File: config.mk
export PLATFORM = sky130hd
export DESIGN_NAME = ccac_core
export DESIGN_NICKNAME = d
export VERILOG_FILES = /design/src/ccac_pkg.sv /design/src/ccac_core.sv
export VERILOG_INCLUDE_DIRS = /design/src
export SDC_FILE = /design/constraint.sdc
export NUM_CORES = 1
export LEC_CHECK = 0
export BUFFER_PORTS_ARGS = -buffer_cell sky130_fd_sc_hd__buf_2
export CORE_MARGIN = 5
export CORE_UTILIZATION = 40
export DETAILED_ROUTE_END_ITERATION = 6
export GPL_TIMING_DRIVEN = 0
export SYNTH_ARGS = -nofsm -noshare
export SYNTH_HDL_FRONTEND = slang
export SYNTH_SLANG_ARGS = --single-unit
export TNS_END_PERCENT = 20
File: constraint.sdc
create_clock -name core_clk -period 4.3 [get_ports core_clk]
set_input_delay 0.43 -clock core_clk [delete_from_list [all_inputs] [get_ports core_clk]]
set_output_delay 0.43 -clock core_clk [all_outputs]
set_load 0.005 [all_outputs]
File: src/ccac_params.svh
// ccac_params.svh: offsets, reset values, field positions and timing
// assumes inclusion by bare name from the design files
`ifndef CCAC_PARAMS_SVH
`define CCAC_PARAMS_SVH

// 7-bit bus address, fixed in silicon
`define CCAC_I2C_ADDR   7'h64

// register sub-addresses
`define CCAC_SUB_CFG    8'h01
`define CCAC_SUB_THR    8'h02
`define CCAC_SUB_ACC    8'h03
`define CCAC_SUB_FLG    8'h04
`define CCAC_SUB_INT    8'h05

// reset values
`define CCAC_CFG_RST    8'h00
`define CCAC_THR_RST    8'hFF
`define CCAC_INT_RST    1'b0

// config fields
`define CCAC_CFG_VEN    7
`define CCAC_CFG_VHI    6
`define CCAC_CFG_VLO    4
`define CCAC_CFG_MHI    3
`define CCAC_CFG_MLO    0

// interrupt control fields
`define CCAC_INT_CLR    0
`define CCAC_INT_TST    1

// alarm flag fields
`define CCAC_FLG_ONT    0
`define CCAC_FLG_OVF    1
`define CCAC_FLG_THR    2

// timing: pin release after a retrip, and core clock period
`define CCAC_HOLD_NS    1000
`define CCAC_CLK_NS     100

`endif

File: src/ccac_pkg.sv
// ccac_pkg: types shared by the coulomb counter alarm control
// assumes nothing beyond a SystemVerilog compiler
package ccac_pkg;

   // serial slave states
   typedef enum logic [3:0] {
      I_IDLE = 4'b0000,
      I_ADDR = 4'b0001,
      I_AACK = 4'b0010,
      I_SUB  = 4'b0011,
      I_SACK = 4'b0100,
      I_WR   = 4'b0101,
      I_WACK = 4'b0110,
      I_RD   = 4'b0111,
      I_RACK = 4'b1000
   } ccac_i2c_t;

endpackage : ccac_pkg

File: src/ccac_core.sv
// ccac_core: coulomb counter chain, alarm control, serial register port
// assumes charge strobe, value and timeout come from core_clk logic;
// scl, sda, bus supply, enable and select pins are asynchronous
`timescale 1ns/10ps
`default_nettype none
`include "ccac_params.svh"

module ccac_core
   import ccac_pkg::*;
#(
   parameter int ChainW = 50,
   parameter int AddW   = 8
)(
   input  wire logic            core_clk,
   input  wire logic            rst_b,
   input  wire logic            sclIn,
   input  wire logic            sdaIn,
   output logic                 sdaOut,
   output logic                 sdaOe,
   input  wire logic            busSupplyOk,
   input  wire logic [2:0]      outSelPin,
   output logic      [2:0]      vOutSel,
   input  wire logic            convEnable,
   input  wire logic            chargeStrobe,
   input  wire logic [AddW-1:0] chargeValue,
   input  wire logic            onTimeOver,
   output logic                 irqN
);

   localparam int HoldCyc = `CCAC_HOLD_NS / `CCAC_CLK_NS;

   typedef struct packed {
      logic [1:0]        sclS;
      logic [1:0]        sdaS;
      logic [1:0]        okS;
      logic [1:0]        enS;
      logic              sclD;
      logic              sdaD;
      logic [2:0]        pin0;
      logic [2:0]        pin1;
      ccac_i2c_t         st;
      logic [3:0]        cnt;
      logic [7:0]        sh;
      logic [7:0]        sub;
      logic              rw;
      logic              oe;
      logic [7:0]        cfg;
      logic [7:0]        thr;
      logic              tst;
      logic              clr;
      logic [3:0]        hold;
      logic [2:0]        flags;
      logic              ovfCond;
      logic              mChg;
      logic              evalPend;
      logic              rip;
      logic [ChainW-1:0] chain;
      logic [2:0]        vSel;
      logic              irqN;
   } ccac_st_t;

   ccac_st_t s_q;
   ccac_st_t s_d;

   logic              wrEv;
   logic              wrC;
   logic              clrEv;
   logic              strobeEn;
   logic              ovfNow;
   logic              thrHit;
   logic              sclR;
   logic              sclF;
   logic              sclHi;
   logic [ChainW:0]   sum;
   logic [AddW:0]     lowSum;
   logic [7:0]        rdData;

   // readable window: prescaler shortens the chain from the top
   function automatic logic [7:0] winOf(input logic [ChainW-1:0] c,
                                        input logic [3:0]        m);
      winOf = 8'(c >> (ChainW - 8 - int'(m)));
   endfunction : winOf

   function automatic logic [ChainW:0] maskOf(input logic [3:0] m);
      maskOf = {(ChainW + 1){1'b1}} >> (int'(m) + 1);
   endfunction : maskOf

   function automatic logic [ChainW-1:0] placeOf(
      input logic [ChainW-1:0] c,
      input logic [3:0]        m,
      input logic [7:0]        w);
      int sft;
      sft = ChainW - 8 - int'(m);
      placeOf = (c & ~(ChainW'(8'hFF) << sft)) | (ChainW'(w) << sft);
   endfunction : placeOf

   assign sdaOut  = 1'b0;
   assign sdaOe   = s_q.oe;
   assign vOutSel = s_q.vSel;
   assign irqN    = s_q.irqN;

   always_comb begin
      s_d      = s_q;
      wrEv     = 1'b0;
      wrC      = 1'b0;
      clrEv    = 1'b0;
      thrHit   = 1'b0;
      s_d.sclS = {s_q.sclS[0], sclIn};
      s_d.sdaS = {s_q.sdaS[0], sdaIn};
      s_d.okS  = {s_q.okS[0], busSupplyOk};
      s_d.enS  = {s_q.enS[0], convEnable};
      s_d.pin0 = outSelPin;
      s_d.pin1 = s_q.pin0;
      s_d.sclD = s_q.sclS[1];
      s_d.sdaD = s_q.sdaS[1];
      sclR     = s_q.sclS[1] & ~s_q.sclD;
      sclF     = ~s_q.sclS[1] & s_q.sclD;
      sclHi    = s_q.sclS[1] & s_q.sclD;

      case (s_q.sub)
         `CCAC_SUB_ACC: rdData = winOf(s_q.chain, s_q.cfg[3:0]);
         `CCAC_SUB_FLG: rdData = {5'h00, s_q.flags};
         default:       rdData = 8'h00;
      endcase

      // serial slave; low bus supply holds it idle
      if (!s_q.okS[1]) begin
         s_d.st = I_IDLE;
         s_d.oe = 1'b0;
      end else if (sclHi && s_q.sdaD && !s_q.sdaS[1]) begin
         s_d.st  = I_ADDR;
         s_d.cnt = 4'h0;
         s_d.oe  = 1'b0;
      end else if (sclHi && !s_q.sdaD && s_q.sdaS[1]) begin
         s_d.st = I_IDLE;
         s_d.oe = 1'b0;
      end else if (sclR) begin
         if (s_q.st == I_ADDR || s_q.st == I_SUB || s_q.st == I_WR) begin
            s_d.sh  = {s_q.sh[6:0], s_q.sdaS[1]};
            s_d.cnt = s_q.cnt + 4'h1;
         end else if (s_q.st == I_RD) begin
            s_d.cnt = s_q.cnt + 4'h1;
         end else if (s_q.st == I_RACK && s_q.sdaS[1]) begin
            s_d.st = I_IDLE;
         end
      end else if (sclF) begin
         case (s_q.st)
            I_ADDR: begin
               if (s_q.cnt == 4'h8) begin
                  if (s_q.sh[7:1] == `CCAC_I2C_ADDR) begin
                     s_d.st = I_AACK;
                     s_d.oe = 1'b1;
                     s_d.rw = s_q.sh[0];
                  end else begin
                     s_d.st = I_IDLE;
                  end
               end
            end
            I_AACK: begin
               s_d.cnt = 4'h0;
               if (s_q.rw) begin
                  s_d.st = I_RD;
                  s_d.sh = rdData;
                  s_d.oe = ~rdData[7];
               end else begin
                  s_d.st = I_SUB;
                  s_d.oe = 1'b0;
               end
            end
            I_SUB: begin
               if (s_q.cnt == 4'h8) begin
                  s_d.sub = s_q.sh;
                  s_d.st  = I_SACK;
                  s_d.oe  = 1'b1;
               end
            end
            I_SACK, I_WACK: begin
               s_d.st  = I_WR;
               s_d.oe  = 1'b0;
               s_d.cnt = 4'h0;
            end
            I_WR: begin
               if (s_q.cnt == 4'h8) begin
                  wrEv   = 1'b1;
                  s_d.st = I_WACK;
                  s_d.oe = 1'b1;
               end
            end
            I_RD: begin
               if (s_q.cnt == 4'h8) begin
                  s_d.st = I_RACK;
                  s_d.oe = 1'b0;
               end else begin
                  s_d.sh = {s_q.sh[6:0], 1'b0};
                  s_d.oe = ~s_q.sh[6];
               end
            end
            I_RACK: begin
               s_d.st  = I_RD;
               s_d.cnt = 4'h0;
               s_d.sh  = rdData;
               s_d.oe  = ~rdData[7];
            end
            default: s_d.st = I_IDLE;
         endcase
      end

      // register writes; the host may retune the select at any time
      if (wrEv) begin
         case (s_q.sub)
            `CCAC_SUB_CFG: begin
               s_d.cfg = s_q.sh;
               if (s_q.sh[3:0] != s_q.cfg[3:0])
                  s_d.mChg = 1'b1;
            end
            `CCAC_SUB_THR: s_d.thr = s_q.sh;
            `CCAC_SUB_ACC: wrC = 1'b1;
            `CCAC_SUB_INT: begin
               s_d.tst = s_q.sh[`CCAC_INT_TST];
               clrEv   = s_q.sh[`CCAC_INT_CLR];
            end
            default: ;
         endcase
      end

      // chain advances on every on-pulse only while convEnable is high; a counter write wins
      strobeEn = chargeStrobe & s_q.enS[1];
      lowSum   = (AddW + 1)'(s_q.chain[AddW-1:0]) + (AddW + 1)'(chargeValue);
      sum      = {1'b0, s_q.chain} + (ChainW + 1)'(chargeValue);
      ovfNow   = strobeEn && !wrC &&
                 |(sum & ~maskOf(s_q.cfg[3:0]));
      if (wrC) begin
         s_d.chain = placeOf(s_q.chain, s_q.cfg[3:0], s_q.sh);
         if (s_q.mChg && s_q.sh < winOf(s_q.chain, s_q.cfg[3:0])) begin
            s_d.ovfCond = 1'b0;
            s_d.mChg    = 1'b0;
         end
      end else if (strobeEn) begin
         s_d.chain = ChainW'(sum & maskOf(s_q.cfg[3:0]));
         if (lowSum[AddW])
            s_d.rip = ~s_q.rip;
      end
      if (ovfNow)
         s_d.ovfCond = 1'b1;

      // threshold looks at the chain one cycle after it moved
      s_d.evalPend = strobeEn | wrC;
      thrHit = s_q.evalPend &&
               winOf(s_q.chain, s_q.cfg[3:0]) >= s_q.thr;

      // clear, then new causes: a same-cycle set wins
      if (clrEv) begin
         s_d.flags = 3'h0;
         s_d.clr   = 1'b1;
         s_d.hold  = 4'(HoldCyc);
      end else if (s_q.hold != 4'h0) begin
         s_d.hold = s_q.hold - 4'h1;
         if (s_q.hold == 4'h1)
            s_d.clr = 1'b0;
      end
      s_d.flags[`CCAC_FLG_ONT] = s_d.flags[`CCAC_FLG_ONT] |
                                 (strobeEn & onTimeOver);
      s_d.flags[`CCAC_FLG_OVF] = s_d.flags[`CCAC_FLG_OVF] |
                                 s_q.ovfCond;
      s_d.flags[`CCAC_FLG_THR] = s_d.flags[`CCAC_FLG_THR] | thrHit;

      if (s_q.cfg[`CCAC_CFG_VEN])
         s_d.vSel = s_q.cfg[`CCAC_CFG_VHI:`CCAC_CFG_VLO];
      else
         s_d.vSel = s_q.pin1;

      if (s_q.tst)
         s_d.irqN = s_q.rip;
      else
         s_d.irqN = !(|s_q.flags && s_q.hold == 4'h0);
   end

   always_ff @(posedge core_clk or negedge rst_b) begin
      if (!rst_b) begin
         s_q      <= '0;
         s_q.cfg  <= `CCAC_CFG_RST;
         s_q.thr  <= `CCAC_THR_RST;
         s_q.tst  <= `CCAC_INT_RST;
         s_q.clr  <= `CCAC_INT_RST;
         s_q.sclS <= 2'h3;
         s_q.sdaS <= 2'h3;
         s_q.sclD <= 1'b1;
         s_q.sdaD <= 1'b1;
         s_q.irqN <= 1'b1;
      end else begin
         s_q <= s_d;
      end
   end
endmodule : ccac_core

`default_nettype wire

==> impl_results.md <==
* Worst hold path type: in -> reg
* Clock Tree Buf Depth at 2
* CP max-delay cell: dfrtp_2
* Vias in the first global route at 9,831
* Final count of hold timing violations at 0
* Starting Density at 0.407
* Crit path time final at 4380 ps
* Via count at 10.2k
* # port buffers at 23
* Synth cell types at 89
* Avg Inst Size Synth at 8.58 um^2
* Seq/Total Area, Yosys at 0.304
* Status: complete, but fails checks
* Worst skew pair latency at 420 ps
* Area Overhead vs Synth at 14.7%
* Synth Area in Compound Gates at 0.209
* Post-synth ARST share at 1.00
* Placer Congestion at 0.980
* Routed len/inst at 25.7 um
* Fmax at 0.228 GHz
* Syn Nets at 1,254
* DR DRC count at 2
* Core area at 25,300 um^2
* Post-Route Utilization at 0.466
* Post-synth EDFFs at 0
* Crit path cell chain: buf_12 -> buf_12 -> buf_12 -> inv_8 -> buf_12 -> ha_4 -> buf_12 -> buf_12 -> buf_8 -> buf_6 -> mux2i_1 -> mux2i_1 -> o22ai_1 -> nor2_1 -> a21oi_2 -> o21ai_2 -> ha_1 -> a21o_1 -> a21o_1 -> a21o_1 -> a21o_1 -> a21o_1 -> a21oi_1 -> o21ai_0
* Std-Cell Rows at 58
* Worst setup startpoint: s_q[75]$_DFFE_PN0P_
* Main synth FF type: dfrtp_1
* Setup WS post-layout at -83.3 ps
* Adder-cell share of the synthesized area at 0.0483
* Final Net Count at 1,310
* RSZ-0062 raised after global routing: true
* FF-to-FF End: s_q[60]$_DFF_PN0_
* DP Worst Slack at -1310 ps
* Max Slew Vio Count at 0
* Tightest Pin Transition at 990 ps
* Synth area leaders: dfrtp_1, mux4_2, nand2_1
* Largest family of logic cells by synthesized area: compound AO/OA/AOI/OAI gates
* R2R depth at 24
* Mux cell area share after synthesis at 0.143
* CP Class: reg -> reg
* Failing checks: DRC, setup timing
* Clk slew on worst S/H paths at 70 ps
* XOR/XNOR Fraction of Synth Area at 0.0417
* Synth top area share at 0.266
* Syn. warnings at 0
* TritonCTS clock tree: yes
* Crit. End Element: register
* Initial antenna violation count at 0
* Critical Path Start Type: register
* Total grt overflow at 0
* CP required at 4590 ps
* Crit path capture: s_q[60]$_DFF_PN0_
* Total GRT Usage at 0.284
* DIE AREA at 29,000 um^2
* Final setup viols at 2
* N_diodes at 0
* Multi-input logic area at 6690 um^2
* Post-Syn Area at 10,300 um^2
* Final WL at 41,000 um
* Routed Antenna Nets at 0
* DR iter-0 viols at 1,135
* Post-synth top area cell: dfrtp_1
* VDD IR max at 0.276 mV
* Post-Synth Simple-Gate Area at 0.195
* R2R setup slack at -80 ps
* Fill cell count at 2,510
* CTS Buf Count at 17
* DR pass1 iterations at 7
* Die height at 170 um
* Worst path max stage delay at 440 ps
* Largest net degree at the start of global routing at 91
* First-pass GRT wire length at 62,700 um
* CP max FO at 10
* Clk sinks at 124
* Ports at 25
* Synthesized flop and latch total at 124
* Power density cells at 339 nW/um^2
* Mapped Cells at 1,196
* Register area at 3120 um^2
* Max-Cap Viols at 0
* Avg Vias per Cell at 6.37
* Most frequent CP cell: buf_12
* Share of post-route cells with drive strength above 1 at 0.194
* Leakage at 4.67 nW
* Fin Clk Skew at 13.1 ps
* HPWL Detailed at 30,300 um
* Design Power at 3.99 mW
* Slew margin rel. at 0.334
* Die W at 170 um
* Worst R2R Start: s_q[75]$_DFFE_PN0P_
* Root buf cell: clkbuf_16
* WP data arrival at 4680 ps
* Period utilization at 1.02
* H-tree depth reported by CTS at 4
[registers in the layout, summed over array words and instances, names as in the netlist]
signal / count
s_q: 110
s_d: 9
vOutSel: 3
irqN: 1
sdaOe: 1
[cells in the mapped netlist (7+ instances only)]
master and count:
nand3_1 43, o21ai_0 79, dfrtp_1 109, xnor2_1 33, o21ai_1 8, or3_1 7, nor4_1 10, ha_1 38
a211oi_1 11, buf_2 27, o221ai_1 8, o22ai_1 15, a31oi_1 14, a21o_1 15, a22oi_1 9, xor2_1 14
nand2_1 129, mux2_2 41, dfstp_2 15, nand4_1 34, a21oi_1 87, nor3_1 14, nor2_1 88, and3_1 12
o21a_1 8, inv_1 40, mux2i_1 42, and2_1 8, nor2b_1 16, buf_4 12, o211ai_1 22, clkbuf_1 48
a221oi_1 12, nand2b_1 7, mux4_2 23
[placed cells by master (no fill, tap or decap), drive strengths merged, types with 5 or more instances in the layout]
| cell type | instances |
|---|---|
| nand3 | 43 |
| mux4 | 25 |
| xor2 | 14 |
| buf | 81 |
| o22ai | 15 |
| clkbuf | 69 |
| o211ai | 22 |
| nand2 | 129 |
| nor2b | 16 |
| inv | 47 |
| a211oi | 12 |
| mux2 | 42 |
| and3 | 12 |
| xnor2 | 34 |
| a21oi | 88 |
| dfstp | 15 |
| nand4 | 36 |
| a22oi | 10 |
| nor3 | 15 |
| and2 | 8 |
| o221ai | 8 |
| clkinv | 5 |
| mux2i | 42 |
| or3 | 7 |
| nand3b | 5 |
| ha | 38 |
| a32oi | 5 |
| o21a | 8 |
| dfrtp | 109 |
| o21ai | 88 |
| a21o | 15 |
| a221oi | 12 |
| or2 | 9 |
| nand2b | 7 |
| nor2 | 89 |
| a31oi | 14 |
| nor4 | 12 |
[layout make-up]
cell class | instances | area share
flip-flops and latches | 124 | 0.265
inverters | 45 | 0.0151
plain buffers | 93 | 0.0463
clock inverters | 12 | 0.0119
multi-input cells | 933 | 0.568
clock buffers | 20 | 0.0371
repair buffers | 38 | 0.0218
well taps | 330 | 0.0351
[repair_timing]
action / CTS / global route
hold buffers: 1 / 0
resized for setup: 51 / 3
pin swaps: 13 / 6
endpoints found under the hold margin: 34 / 0
setup buffers: 11 / 2
setup endpoints to repair: 8 / 2
[logic make-up after synthesis]
kind of cell    after synthesis
buf+inv                     139
flops                       124
other cells                   1
xor+xnor                     48
simple gates                403
mux                         109
fa+ha+maj                    39
compound gates              333
[worst min path at each step]
stage / start / to / cells past startpoint
4_1_cts: sdaIn / s_d[122]$_DFF_PN1_ / 1
2_1_floorplan: rst_b / s_d[109]$_DFF_PN0_ / 0
6_report: convEnable / s_d[118]$_DFF_PN0_ / 1
3_3_place_gp: s_d[111]$_DFF_PN0_ / s_q[111]$_DFF_PN0_ / 0
3_5_place_dp: s_d[109]$_DFF_PN0_ / s_q[109]$_DFF_PN0_ / 0
5_1_grt: outSelPin[2] / s_d[111]$_DFF_PN0_ / 1
[through the flow]
stage / instance area, um^2 / std cells / hold slack [ps] / TNS (ps)
final: 11800 / 1595 / 109 / -157
after global routing: 11800 / 1595 / 96.6 / -384
after CTS: 11700 / 1593 / 97.7 / -14.4
after detailed placement: 10900 / 1550 / 337 / -3300
after global placement: 10900 / 1549 / 332 / -3970
after floorplan: 10300 / 1196 / 134 / 0
[critical path, delay by kind of cell, from the launching register on]
kind	cells	cell delay, ps
AO/OA/AOI/OAI	10	1540
buffers and inverters	9	1200
multiplexers	2	360
AND/OR/NAND/NOR	1	190
adder cells (fa/ha/maj)	2	480
flip-flops	1	440
[routing by layer]
layer	wire (um)	global-route usage	vias to the layer above
met2	17800	0.425	590
met5	0	0	-
met4	1180	0.0847	0
li1	-	-	4517
met3	3990	0.0620	82
met1	18000	0.413	4973
[where the power goes]
| part | switching (mW) | leakage (nW) | total, mW | internal, mW |
|---|---|---|---|---|
| registers | 0.156 | 1.47 | 1.43 | 1.28 |
| clock network | 0.604 | 0.272 | 1.47 | 0.861 |
| logic | 0.654 | 2.93 | 1.09 | 0.439 |
Power figures use the tool's default switching activity.
